[config.mk]
export PLATFORM = sky130hd
export DESIGN_NAME = nvmem_host
export DESIGN_NICKNAME = d
export VERILOG_FILES = /design/src/nvmem_host_pkg.sv /design/src/nvmem_host.sv
export SDC_FILE = /design/constraint.sdc
export NUM_CORES = 1
export LEC_CHECK = 0
export BUFFER_PORTS_ARGS = -buffer_cell sky130_fd_sc_hd__buf_4
export CORE_MARGIN = 2
export CORE_UTILIZATION = 44
export DETAILED_ROUTE_END_ITERATION = 7
export PLACE_DENSITY = 0.81
export REMOVE_ABC_BUFFERS = 1
export SLEW_MARGIN = 20
export SYNTH_ARGS = -nofsm -noshare
export SYNTH_HDL_FRONTEND = slang
export SYNTH_SLANG_ARGS = --single-unit
[constraint.sdc]
create_clock -name CLK -period 1.4 [get_ports CLK]
set_input_delay 0.07 -clock CLK [delete_from_list [all_inputs] [get_ports CLK]]
set_output_delay 0.07 -clock CLK [all_outputs]
set_load 0.01 [all_outputs]
[src/nvmem_host_pkg.sv]
// package for the host-side controller of a byte-wide asynchronous non-volatile memory
// assumes a 25 MHz system clock and a memory with sram-style active-low controls
package nvmem_host_pkg;
    localparam int CLK_MHZ = 25;
    localparam int ADDR_W = 21;
    localparam int DATA_W = 8;
    localparam int STARTUP_MS = 2;
    localparam int STARTUP_CYC = STARTUP_MS * 1000 * CLK_MHZ;
    localparam int ACCESS_NS = 40;
    localparam int ACCESS_CYC = (ACCESS_NS * CLK_MHZ + 999) / 1000;
    localparam int CNT_W = 16;

    typedef struct packed {
        logic [ADDR_W-1:0] addr;
        logic [DATA_W-1:0] wdata;
        logic write;
    } req_s;

    typedef enum logic [1:0] {
        ST_WAIT = 2'b00,
        ST_IDLE = 2'b01,
        ST_ACC = 2'b11,
        ST_END = 2'b10
    } state_e;
endpackage

[src/nvmem_host.sv]
// host-side controller that sequences reads and writes on the memory pins
// assumes supply_ok reports the supply above its minimum, synchronous to CLK
`timescale 1ns/10ps
//Contract
// [RULE1] 2M byte locations, 21-bit address, 8-bit data
// [RULE2] chip select high floats and ignores controls
// [RULE3] select plus strobes choose read or write
// [RULE4] writes blocked below low_supply_limit
// [RULE5] no access until 2 ms after supply
// [RULE6] hold select and strobe high during startup
// [RULE7] pull-ups keep select and strobe high
// [RULE8] restart startup wait after brownout
// [RULE9] read returns last byte written
module nvmem_host #(
    parameter int STARTUP_CYCLES = nvmem_host_pkg::STARTUP_CYC
) (
    input wire logic CLK,
    input wire logic RESET_N,
    input wire logic SUPPLY_OK,
    input wire logic REQ_VALID,
    input wire nvmem_host_pkg::req_s REQ,
    output logic REQ_READY,
    output logic RSP_VALID,
    output logic [nvmem_host_pkg::DATA_W-1:0] RSP_DATA,
    output logic [nvmem_host_pkg::ADDR_W-1:0] MEM_ADDR,
    output logic MEM_SEL_N,
    output logic MEM_WR_N,
    output logic MEM_OUT_N,
    input wire logic [nvmem_host_pkg::DATA_W-1:0] MEM_DQ_I,
    output logic [nvmem_host_pkg::DATA_W-1:0] MEM_DQ_O,
    output logic MEM_DQ_OE
);
    import nvmem_host_pkg::*;

    state_e state_r;
    logic [CNT_W-1:0] boot_cnt_r;
    logic [CNT_W-1:0] acc_cnt_r;
    logic wr_r;

    // startup counter restarts whenever the supply drops
    always_ff @(posedge CLK) begin
        if (!RESET_N || !SUPPLY_OK) begin
            boot_cnt_r <= '0; // see [RULE8]
        end else if (state_r == ST_WAIT) begin
            boot_cnt_r <= boot_cnt_r + 1'b1; // see [RULE5]
        end
    end

    always_ff @(posedge CLK) begin
        if (!RESET_N || !SUPPLY_OK) begin
            state_r <= ST_WAIT; // see [RULE8]
            acc_cnt_r <= '0;
            wr_r <= 1'b0;
        end else begin
            unique case (state_r)
                ST_WAIT: begin
                    if (boot_cnt_r >= CNT_W'(STARTUP_CYCLES - 1)) begin
                        state_r <= ST_IDLE; // see [RULE5]
                    end
                end
                ST_IDLE: begin
                    if (REQ_VALID) begin
                        state_r <= ST_ACC;
                        wr_r <= REQ.write;
                        acc_cnt_r <= '0;
                    end
                end
                ST_ACC: begin
                    acc_cnt_r <= acc_cnt_r + 1'b1;
                    if (acc_cnt_r >= CNT_W'(ACCESS_CYC - 1)) begin
                        state_r <= ST_END;
                    end
                end
                ST_END: begin
                    state_r <= ST_IDLE;
                end
            endcase
        end
    end

    // pin drive; controls stay high outside an access
    always_ff @(posedge CLK) begin
        if (!RESET_N || !SUPPLY_OK) begin
            MEM_SEL_N <= 1'b1; // see [RULE6] [RULE7]
            MEM_WR_N <= 1'b1; // see [RULE6] [RULE7]
            MEM_OUT_N <= 1'b1;
            MEM_DQ_OE <= 1'b0;
            MEM_ADDR <= '0;
            MEM_DQ_O <= '0;
        end else if (state_r == ST_IDLE && REQ_VALID) begin
            MEM_ADDR <= REQ.addr; // see [RULE1]
            MEM_DQ_O <= REQ.wdata;
            MEM_SEL_N <= 1'b0; // see [RULE3]
            MEM_WR_N <= !REQ.write;
            MEM_OUT_N <= REQ.write;
            MEM_DQ_OE <= REQ.write;
        end else if (state_r == ST_ACC && acc_cnt_r >= CNT_W'(ACCESS_CYC - 1)) begin
            // write ends on strobe rise while data and address still held
            MEM_WR_N <= 1'b1; // see [RULE9]
            MEM_OUT_N <= 1'b1;
        end else if (state_r == ST_END) begin
            MEM_SEL_N <= 1'b1; // see [RULE2]
            MEM_DQ_OE <= 1'b0;
        end
    end

    always_ff @(posedge CLK) begin
        if (!RESET_N || !SUPPLY_OK) begin
            RSP_VALID <= 1'b0;
            RSP_DATA <= '0;
        end else if (state_r == ST_ACC && acc_cnt_r >= CNT_W'(ACCESS_CYC - 1)) begin
            RSP_VALID <= 1'b1;
            if (!wr_r) begin
                RSP_DATA <= MEM_DQ_I; // see [RULE3]
            end
        end else begin
            RSP_VALID <= 1'b0;
        end
    end

    always_ff @(posedge CLK) begin
        if (!RESET_N || !SUPPLY_OK) begin
            REQ_READY <= 1'b0;
        end else begin
            REQ_READY <= (state_r == ST_WAIT && boot_cnt_r >= CNT_W'(STARTUP_CYCLES - 1))
                || state_r == ST_END;
        end
    end

    AST_STARTUP_QUIET: assert property (@(posedge CLK) disable iff (!RESET_N) // see [RULE6]
        state_r == ST_WAIT |-> MEM_SEL_N && MEM_WR_N)
        else $error("controls not high during startup");

    AST_BROWNOUT: assert property (@(posedge CLK) disable iff (!RESET_N) // see [RULE8]
        !SUPPLY_OK |=> state_r == ST_WAIT && boot_cnt_r == '0)
        else $error("startup wait not restarted");

    AST_WRITE_DRIVES: assert property (@(posedge CLK) disable iff (!RESET_N) // see [RULE3]
        !MEM_WR_N |-> !MEM_SEL_N && MEM_DQ_OE)
        else $error("write strobe without select or data drive");

    AST_READ_FLOAT: assert property (@(posedge CLK) disable iff (!RESET_N) // see [RULE2]
        !MEM_OUT_N |-> !MEM_DQ_OE && MEM_WR_N)
        else $error("host drives bus during read");

    AST_ACCESS_LEN: assert property (@(posedge CLK) disable iff (!RESET_N || !SUPPLY_OK) // see [RULE9]
        $fell(MEM_SEL_N) |-> !MEM_SEL_N [*2] ##1 $rose(MEM_SEL_N))
        else $error("access length wrong");

    AST_RSP: assert property (@(posedge CLK) disable iff (!RESET_N || !SUPPLY_OK) // see [RULE5]
        $fell(MEM_SEL_N) |-> ##1 RSP_VALID ##1 !RSP_VALID)
        else $error("response not one pulse after access");

    AST_ADDR_HOLD: assert property (@(posedge CLK) disable iff (!RESET_N || !SUPPLY_OK) // see [RULE1]
        !MEM_SEL_N && !$rose(MEM_SEL_N) && $past(!MEM_SEL_N) |-> $stable(MEM_ADDR))
        else $error("address moved in access");

    AST_NO_EARLY: assert property (@(posedge CLK) disable iff (!RESET_N) // see [RULE5]
        state_r == ST_WAIT |-> !REQ_READY && !RSP_VALID && !MEM_DQ_OE)
        else $error("access during startup");

    AST_STROBE_EXCL: assert property (@(posedge CLK) disable iff (!RESET_N) // see [RULE3]
        !MEM_WR_N |-> MEM_OUT_N)
        else $error("output drive low during write");

    AST_SEL_IDLE: assert property (@(posedge CLK) disable iff (!RESET_N) // see [RULE2]
        MEM_SEL_N |-> MEM_WR_N && MEM_OUT_N && !MEM_DQ_OE)
        else $error("strobes or data active while unselected");

    AST_WR_PULSE: assert property (@(posedge CLK) disable iff (!RESET_N || !SUPPLY_OK) // see [RULE9]
        $fell(MEM_WR_N) |=> $rose(MEM_WR_N))
        else $error("write pulse not one cycle");

    AST_DATA_HOLD: assert property (@(posedge CLK) disable iff (!RESET_N || !SUPPLY_OK) // see [RULE9]
        !MEM_WR_N |=> $stable(MEM_DQ_O) && MEM_DQ_OE)
        else $error("write data not held past strobe rise");

    AST_READY_PULSE: assert property (@(posedge CLK) disable iff (!RESET_N || !SUPPLY_OK) // see [RULE5]
        REQ_READY |=> !REQ_READY)
        else $error("ready longer than one cycle");

    AST_RSP_SELECTED: assert property (@(posedge CLK) disable iff (!RESET_N) // see [RULE3]
        RSP_VALID |-> MEM_WR_N && !MEM_SEL_N)
        else $error("response outside the access");

    AST_ACC_FROM_IDLE: assert property (@(posedge CLK) disable iff (!RESET_N || !SUPPLY_OK) // see [RULE5]
        $fell(MEM_SEL_N) |-> $past(state_r == ST_IDLE))
        else $error("access started outside idle");

    AST_BOOT_RANGE: assert property (@(posedge CLK) disable iff (!RESET_N || !SUPPLY_OK) // see [RULE5]
        state_r == ST_WAIT |-> boot_cnt_r <= CNT_W'(STARTUP_CYCLES - 1))
        else $error("startup counter overran");

    AST_OE_NEEDS_SEL: assert property (@(posedge CLK) disable iff (!RESET_N) // see [RULE2]
        MEM_DQ_OE |-> !MEM_SEL_N)
        else $error("data driven while unselected");

    AST_RSP_NEEDS_ACC: assert property (@(posedge CLK) disable iff (!RESET_N || !SUPPLY_OK) // see [RULE3]
        RSP_VALID |-> $past(state_r == ST_ACC))
        else $error("response without access");

    AST_READY_NOT_BUSY: assert property (@(posedge CLK) disable iff (!RESET_N) // see [RULE5]
        REQ_READY |-> MEM_SEL_N)
        else $error("ready while selected");

    AST_SUPPLY_QUIET: assert property (@(posedge CLK) disable iff (!RESET_N) // see [RULE8]
        !SUPPLY_OK |=> MEM_SEL_N && MEM_WR_N && !MEM_DQ_OE)
        else $error("pins active after supply loss");

    AST_END_STATE: assert property (@(posedge CLK) disable iff (!RESET_N || !SUPPLY_OK) // see [RULE3]
        state_r == ST_END |=> state_r == ST_IDLE)
        else $error("access end did not return to idle");

    AST_WRITE_END: assert property (@(posedge CLK) disable iff (!RESET_N || !SUPPLY_OK) // see [RULE9]
        $rose(MEM_WR_N) |-> !MEM_SEL_N && MEM_DQ_OE)
        else $error("write ended without select or data");

    AST_READ_CAPTURE: assert property (@(posedge CLK) disable iff (!RESET_N || !SUPPLY_OK) // see [RULE9]
        RSP_VALID && !wr_r |-> RSP_DATA == $past(MEM_DQ_I))
        else $error("read byte not taken from bus");
endmodule

==> results of run 1 <==
[synthesized netlist by cell type]
cell,number,area [um2]
nor3b_4,1,18.8
o22ai_1,1,6.26
o21a_1,1,7.51
clkbuf_1,12,45.0
or2_2,1,6.26
nand2_1,92,345
nand3_4,1,17.5
a31oi_1,1,6.26
nor2_1,15,56.3
xor2_1,7,61.3
and4_1,2,17.5
buf_6,2,22.5
a21oi_1,44,220
o211ai_1,3,22.5
nor3_1,1,5.00
buf_4,1,7.51
and4bb_4,1,16.3
or3_1,4,25.0
or4_1,3,22.5
o21ai_0,6,30.0
ha_1,1,12.5
a32oi_1,1,8.76
a211oi_1,2,15.0
clkbuf_2,1,5.00
inv_1,1,3.75
dfxtp_1,62,1240
nand4_1,6,37.5
and2_1,2,12.5
nand3_1,6,30.0
o2bb2ai_1,1,8.76
xnor2_1,2,17.5
buf_1,2,7.51
[final timing paths]
path / depth (start not counted) / to / startpoint / slack, ns
setup / recovery: 5 / boot_cnt_r[12]$_SDFFE_PP0N_ / boot_cnt_r[0]$_SDFFE_PP0N_ / -0.04
hold / removal: 3 / boot_cnt_r[7]$_SDFFE_PP0N_ / SUPPLY_OK / 0.14
setup reg to reg: 5 / boot_cnt_r[12]$_SDFFE_PP0N_ / boot_cnt_r[0]$_SDFFE_PP0N_ / -0.04
hold reg to reg: 2 / MEM_ADDR[3]$_SDFFE_PP0P_ / MEM_ADDR[3]$_SDFFE_PP0P_ / 0.46
[cell families (layout without fill, tap and decap cells)]
| family | Yosys count | in the layout | share of synthesized area, % |
|---|---|---|---|
| flip-flops | 62 | 62 | 52.6 |
| buffers and inverters | 19 | 163 | 3.87 |
| AND/OR/NAND/NOR | 135 | 135 | 25.9 |
| XOR/XNOR | 9 | 9 | 3.34 |
| adder cells (fa/ha/maj) | 1 | 1 | 0.530 |
| AO/OA/AOI/OAI | 60 | 60 | 13.8 |
[area by class of cell]
type	instances	share of cell area (%)
well taps	70	2.29
clock inverters	2	0.262
flip-flops and latches	62	32.7
repair buffers	148	32.2
inverters	1	0.0983
multi-input cells	205	28.6
clock buffers	12	3.80
[layer usage]
layer / track usage (%) / wire length, um / share of wire, % / vias up
li1: - / - / - / 1241
met1: 29.0 / 2950 / 38 / 1236
met2: 47.9 / 4020 / 52 / 119
met3: 8.59 / 572 / 7.4 / 25
met4: 9.64 / 221 / 2.8 / 0
met5: 0 / 0 / 0 / -
[layout by cell type (no fill, tap or decap), drive strengths merged]
master / n
a211oi: 2
a21oi: 44
a31oi: 1
a32oi: 1
and2: 2
and4: 2
and4bb: 1
buf: 110
clkbuf: 12
clkinv: 2
dfxtp: 62
dlygate4sd3: 38
ha: 1
inv: 1
nand2: 92
nand3: 7
nand4: 6
nor2: 15
nor3: 1
nor3b: 1
o211ai: 3
o21a: 1
o21ai: 6
o22ai: 1
o2bb2ai: 1
or2: 1
or3: 4
or4: 3
xnor2: 2
xor2: 7
[repair_timing]
item | in CTS | in global routing
gates resized for setup | 7 | 12
endpoints found under the hold margin | 37 | 1
endpoints found under the setup margin | 6 | 42
gates cloned | 0 | 0
setup buffers | 0 | 1
pin swaps | 1 | 5
hold buffers | 37 | 1
[worst min-delay path, stage by stage]
cell     delay [ns]
buf_4          0.08
nand2_2        0.15
nor2_1         0.13
[per-stage QoR]
step / total power, mW / hold WS [ns] / setup WS (ns) / TNS [ns] / instance area, um2
after global placement: 1.95 / 0.317 / -0.0269 / -0.0269 / 3210
after CTS: 3.32 / 0.000175 / -0.0462 / -0.0601 / 3760
after global routing: 3.44 / 0.156 / -0.110 / -0.623 / 3820
after detailed placement: 1.95 / 0.328 / -0.0803 / -0.290 / 3210
final: 3.32 / 0.139 / -0.0361 / -0.101 / 3820
after floorplan: 1.84 / 0.206 / -0.518 / -16.54 / 2270
[power groups by stage]
stage,registers [mW],clock network [mW],logic (mW)
2_1_floorplan,1.81,0,0.0293
3_3_place_gp,1.81,0,0.142
3_5_place_dp,1.81,0,0.143
4_1_cts,1.77,1.32,0.228
5_1_grt,1.77,1.41,0.259
6_report,1.77,1.31,0.241
[flip-flops by register name, summed over array words and instances, names as in the netlist]
signal      count
state_r         2
boot_cnt_r     16
MEM_DQ_O        8
MEM_SEL_N       1
RSP_DATA        8
RSP_VALID       1
MEM_ADDR       21
wr_r            1
MEM_OUT_N       1
REQ_READY       1
MEM_WR_N        1
MEM_DQ_OE       1
==> flow_summary.yaml, run 1 <==
timing:
  slew_headroom_pct: 77.3
  final.setup_skew_ns: 0.00786
  final_period_minus_worst_setup_slack_ns: 1.44
  achievable_freq_mhz: 696
  rsz_0062_raised_after_global_routing: "true"
  timing.final.crit_share_pct: 103
  setup_viol: 4
  report.final.slew_viol_count: 0
  worst_pin_slew_ns: 0.339
  worst_slack_ns: -0.0361
  timing_hold_violations_final: 0
synth:
  synth.yosys.seq_area_share_pct: 52.6
  cell_count_after_synthesis: 286
  ys.warnings.count: 0
  synth_cell_types: 32
  synth-seq-cells: 62
  postSynthAreaPerCell_um2: 8.25
  post_synthesis_instance_area_um2: 2360
power_and_ir_drop:
  ir_worst_vdd_mv: 0.622
  switching_share_pct: 22.0
  clock_power_share_pct: 39.4
  netSwitchingPower_mw: 0.728
  cellInternalPower_mw: 2.59
  power_density_nw_per_um2: 868
  sequential_fraction_of_design_power_pct: 53.3
  proportion_of_power_drawn_by_combinational_gates_pct: 7.3
  p_leak_nw: 1.51
floorplanning:
  floorplan_die_area_um2: 5970
  starting_utilization_of_the_core_area_pct: 45.9
  overall_die_width_um: 77.2
  num_io_pins: 85
  rows: 26
  die_h_um: 77.2
  placeableCoreArea_um2: 5140
clock_tree:
  insertion_delay_ns: 0.34
  h-tree-depth: 3
  clk_root_buffer_cell: "clkbuf_8"
  worst_setup_hold_path_clk_slew_ns: 0.06
  cts_tree: "yes"
  number_of_buffers_added_by_the_clock_tree_synthesis_step: 9
  cts.path.max_buffers: 2
  clock-sinks: 62
worst_setup_path:
  cp_slowest_stage_delay_ns: 0.39
  end_kind: "flop"
  worstSetupStartpointType: "flop"
  cp.buffers_inverters: 0
  worstPathRequired_ns: 1.67
  worst-endpoint-arrival_ns: 1.70
  critical_path_peak_fanout: 6
  critical_path_cell_list: "ha_4, nor3b_4, nand3_4, or3_4, a21oi_2"
  critPathKind: "flop to flop"
  cpLargestDelayFamily: "simple AND/OR/NAND/NOR gates"
  cp_slowest_cell: "or3_4"
route:
  drt_wl_total_um: 7770
  total_number_of_vias: 2621
  route.detailed.drc: 0
  detailedRoute.firstPassIterationCount: 4
  initialDrtViolationCount: 128
  vias_per_cell: 5.24
  route.antenna.remaining_nets: 0
  routedWlPerCell_um: 15.5
placed_design:
  number_of_instances_in_the_placed_design: 447
  total_of_buffers_placed_on_input_and_output_ports: 84
  gp_congestion: 0.856
  place.detailed.hpwl_um: 4180
final_layout:
  layout.nets: 470
  layoutNonFillerInstCount: 500
  drive_gt1_share_pct: 33.5
  num-fill-cells: 316
  utilization_pct: 74.3
  regArea_um2: 1250
  antenna_cells: 0
  area.growth.synth_to_final_pct: 61.9
  multiInputGateArea_um2: 1090
grt:
  grt_pass1_wl_um: 12400
  grt_max_degree: 28
  globalRouteOverflowTotal: 0
  vias_in_the_first_global_route: 2627
  number_of_antenna_violations_at_the_first_check_in_global_routing: 0
  grt_use_total_pct: 26.6
flow_run:
  drv_cap: 0
worst_hold_path:
  min-delay-path-class: "input pin to flop"
run_status:
  result_of_the_run: "finished, violations left"
  violations_in_the_final_reports: "setup timing"
No activity file was read; power rests on OpenSTA's default activity.
==> run 2, diff against run 1 <==
--- a/config.mk
+++ b/config.mk
@@ -6,10 +6,10 @@
 export NUM_CORES = 1
 export LEC_CHECK = 0
 export BUFFER_PORTS_ARGS = -buffer_cell sky130_fd_sc_hd__buf_4
-export CORE_MARGIN = 2
-export CORE_UTILIZATION = 44
+export CORE_MARGIN = 3
+export CORE_UTILIZATION = 49
 export DETAILED_ROUTE_END_ITERATION = 7
-export PLACE_DENSITY = 0.81
+export PLACE_DENSITY = 0.85
 export REMOVE_ABC_BUFFERS = 1
 export SLEW_MARGIN = 20
 export SYNTH_ARGS = -nofsm -noshare
==> constraint.sdc (replaced) <==
create_clock -name CLK -period 1.5 [get_ports CLK]
set_input_delay 0.075 -clock CLK [delete_from_list [all_inputs] [get_ports CLK]]
set_output_delay 0.075 -clock CLK [all_outputs]
set_load 0.01 [all_outputs]
==> run 2 against run 1 <==
Effect of this change:
- the run now ends clean
- global-route usage decreased by 0.85 points
- worst setup slack improved by 0.065 ns
- total power decreased by 4.1%
- non-clock buffer count decreased by 7
- critical path depth unchanged
- via count decreased by 4.7%
- utilization increased by 8.0 points
- clock power about the same
- wire length decreased by 7.1%
- hold slack got worse by 0.14 ns
- first-iteration DRC count increased by 22%
- sequential share of layout area increased by 1.0 points
- largest cell class unchanged
- highest routed layer unchanged
==> flow_summary.yaml, run 2 (synthesis gave the netlist of run 1 again) <==
run_status:
  result_of_the_run: "finished, final reports clean"
final_layout:
  layout.nets: 463
  antenna_cells: 0
  largestRegisters: "MEM_ADDR: 21 flops, boot_cnt_r: 16 flops"
  most_frequent_standard_cell_in_the_layout_excluding_fill_and_tap_cells: "buf_4"
  mostFrequentLayoutCells: "buf_4, nand2_1, dfxtp_1"
  registers.top_by_ff_count: "MEM_ADDR"
  largest_reg_flops: 21
  area.growth.synth_to_final_pct: 57.1
  drive_gt1_share_pct: 31.7
timing:
  final_period_minus_worst_setup_slack_ns: 1.47
  report.final.slew_viol_count: 0
  final.setup_skew_ns: 0.00843
  timing.final.crit_share_pct: 98.1
  worst_pin_slew_ns: 0.334
  worst_slack_ns: 0.0290
  slew_headroom_pct: 77.7
  setup_viol: 0
  timing_hold_violations_final: 0
  setup_total_neg_slack_ns: 0
  achievable_freq_mhz: 680
floorplanning:
  num_io_pins: 85
  floorplan_die_area_um2: 5680
  rows: 24
  starting_utilization_of_the_core_area_pct: 52.4
  overall_die_width_um: 75.4
  placeableCoreArea_um2: 4500
  die_h_um: 75.4
route:
  wl_met3_um: 483
  route.top_layer_used: "met4"
  initialDrtViolationCount: 156
  total_number_of_vias: 2499
  route.detailed.drc: 0
  route.layer.met1.wl_um: 2810
  vias_per_cell: 5.26
  route.antenna.remaining_nets: 0
  drt_wl_total_um: 7220
  routedWlPerCell_um: 15.2
  detailedRoute.firstPassIterationCount: 4
  met2WireLength_um: 3650
worst_setup_path:
  r2r_slack_ns: 0.03
  worstSetupStartpointType: "flop"
  worstPathRequired_ns: 1.77
  reg2regPathDepth: 5
  critPathKind: "flop to flop"
  worst_r2r_startpoint: "boot_cnt_r[0]$_SDFFE_PP0N_"
  critical_path_peak_fanout: 5
  worst-endpoint-arrival_ns: 1.74
  end_kind: "flop"
  cpLargestDelayFamily: "simple AND/OR/NAND/NOR gates"
  cp_slowest_cell: "dfxtp_2"
  cp.buffers_inverters: 1
  cp_slowest_stage_delay_ns: 0.37
  crit-reg2reg-capture: "boot_cnt_r[15]$_SDFFE_PP0N_"
  critical_path_cell_list: "buf_6, and4bb_4, nand4_1, or3_4, a21oi_2"
clock_tree:
  number_of_buffers_added_by_the_clock_tree_synthesis_step: 9
  clock-sinks: 62
  worst_setup_hold_path_clk_slew_ns: 0.07
  h-tree-depth: 3
  clk_root_buffer_cell: "clkbuf_8"
  insertion_delay_ns: 0.35
  cts_tree: "yes"
  cts.path.max_buffers: 2
placed_design:
  place_worst_setup_slack_ns: 0.0278
  total_of_buffers_placed_on_input_and_output_ports: 84
  place.detailed.hpwl_um: 4170
  gp_congestion: 0.829
flow_run:
  drv_cap: 0
grt:
  grt_use_total_pct: 25.8
  vias_in_the_first_global_route: 2406
  grt_pass1_wl_um: 10900
  grt_max_degree: 26
  number_of_antenna_violations_at_the_first_check_in_global_routing: 0
  globalRouteOverflowTotal: 0
power_and_ir_drop:
  p_leak_nw: 1.47
  total_power_mw: 3.18
  power_density_nw_per_um2: 859
  ir_worst_vdd_mv: 0.626
worst_hold_path:
  worst_hold_startpoint: "REQ[15]"
  min-delay-path-class: "input pin to flop"
  whs_endpoint: "MEM_ADDR[6]$_SDFFE_PP0P_"
  worst_hold_path.num_cells: 3
[run 2: repair_timing]
action | CTS | global route
resized for setup | 3 | 11
endpoints found under the setup margin | 1 | 8
hold buffers | 36 | 0
buffers inserted | 0 | 3
hold endpoints to repair | 36 | 0
pin swaps | 0 | 3
[run 2: layout make-up]
class	count	area (um2)
clock buffers	13	169
clock inverters	1	5.00
fillers	253	798
inverters	1	3.75
multi-input cells	205	1060
flip-flops and latches	62	1250
well taps	52	65.1
repair buffers	141	1160
[run 2: worst max path at each step]
stage | startpoint | to | slack (ns) | cells past startpoint
finish | boot_cnt_r[0]$_SDFFE_PP0N_ | boot_cnt_r[15]$_SDFFE_PP0N_ | 0.03 | 5
global route | boot_cnt_r[5]$_SDFFE_PP0N_ | boot_cnt_r[15]$_SDFFE_PP0N_ | -0.03 | 4
CTS | boot_cnt_r[1]$_SDFFE_PP0N_ | boot_cnt_r[10]$_SDFFE_PP0N_ | 0.01 | 5
detailed placement | boot_cnt_r[1]$_SDFFE_PP0N_ | boot_cnt_r[10]$_SDFFE_PP0N_ | 0.03 | 5
global placement | boot_cnt_r[1]$_SDFFE_PP0N_ | boot_cnt_r[10]$_SDFFE_PP0N_ | 0.06 | 5
floorplan | state_r[0]$_SDFFE_PP0P_ | MEM_WR_N$_SDFFE_PP1P_ | -0.42 | 4
[run 2: per-stage QoR]
step                      util, %  std cells  instance area, um2  hold slack (ns)
after floorplan                 -        268                2270            0.211
after global placement       69.0        422                3110            0.321
after detailed placement     69.0        422                3110            0.332
after CTS                    81.0        472                3650          0.00675
after global routing         82.3        475                3710           0.0207
final                        82.3        475                3710          0.00134
[run 2: tightest hold or removal path, stage by stage]
cell	delay [ns]
buf_4	0.11
nand2_1	0.05
a21oi_1	0.06
[run 2: per-layer routing]
metal  track usage (%)  vias to the layer above
met5                 0                        -
met4              12.2                        0
met3              9.23                       25
met2              43.1                      111
met1              29.2                     1137
li1                  -                     1226
[run 2: power by group]
part / internal (mW) / switching, mW
registers: 1.65 / 0.00363
logic: 0.143 / 0.0719
clock network: 0.714 / 0.601
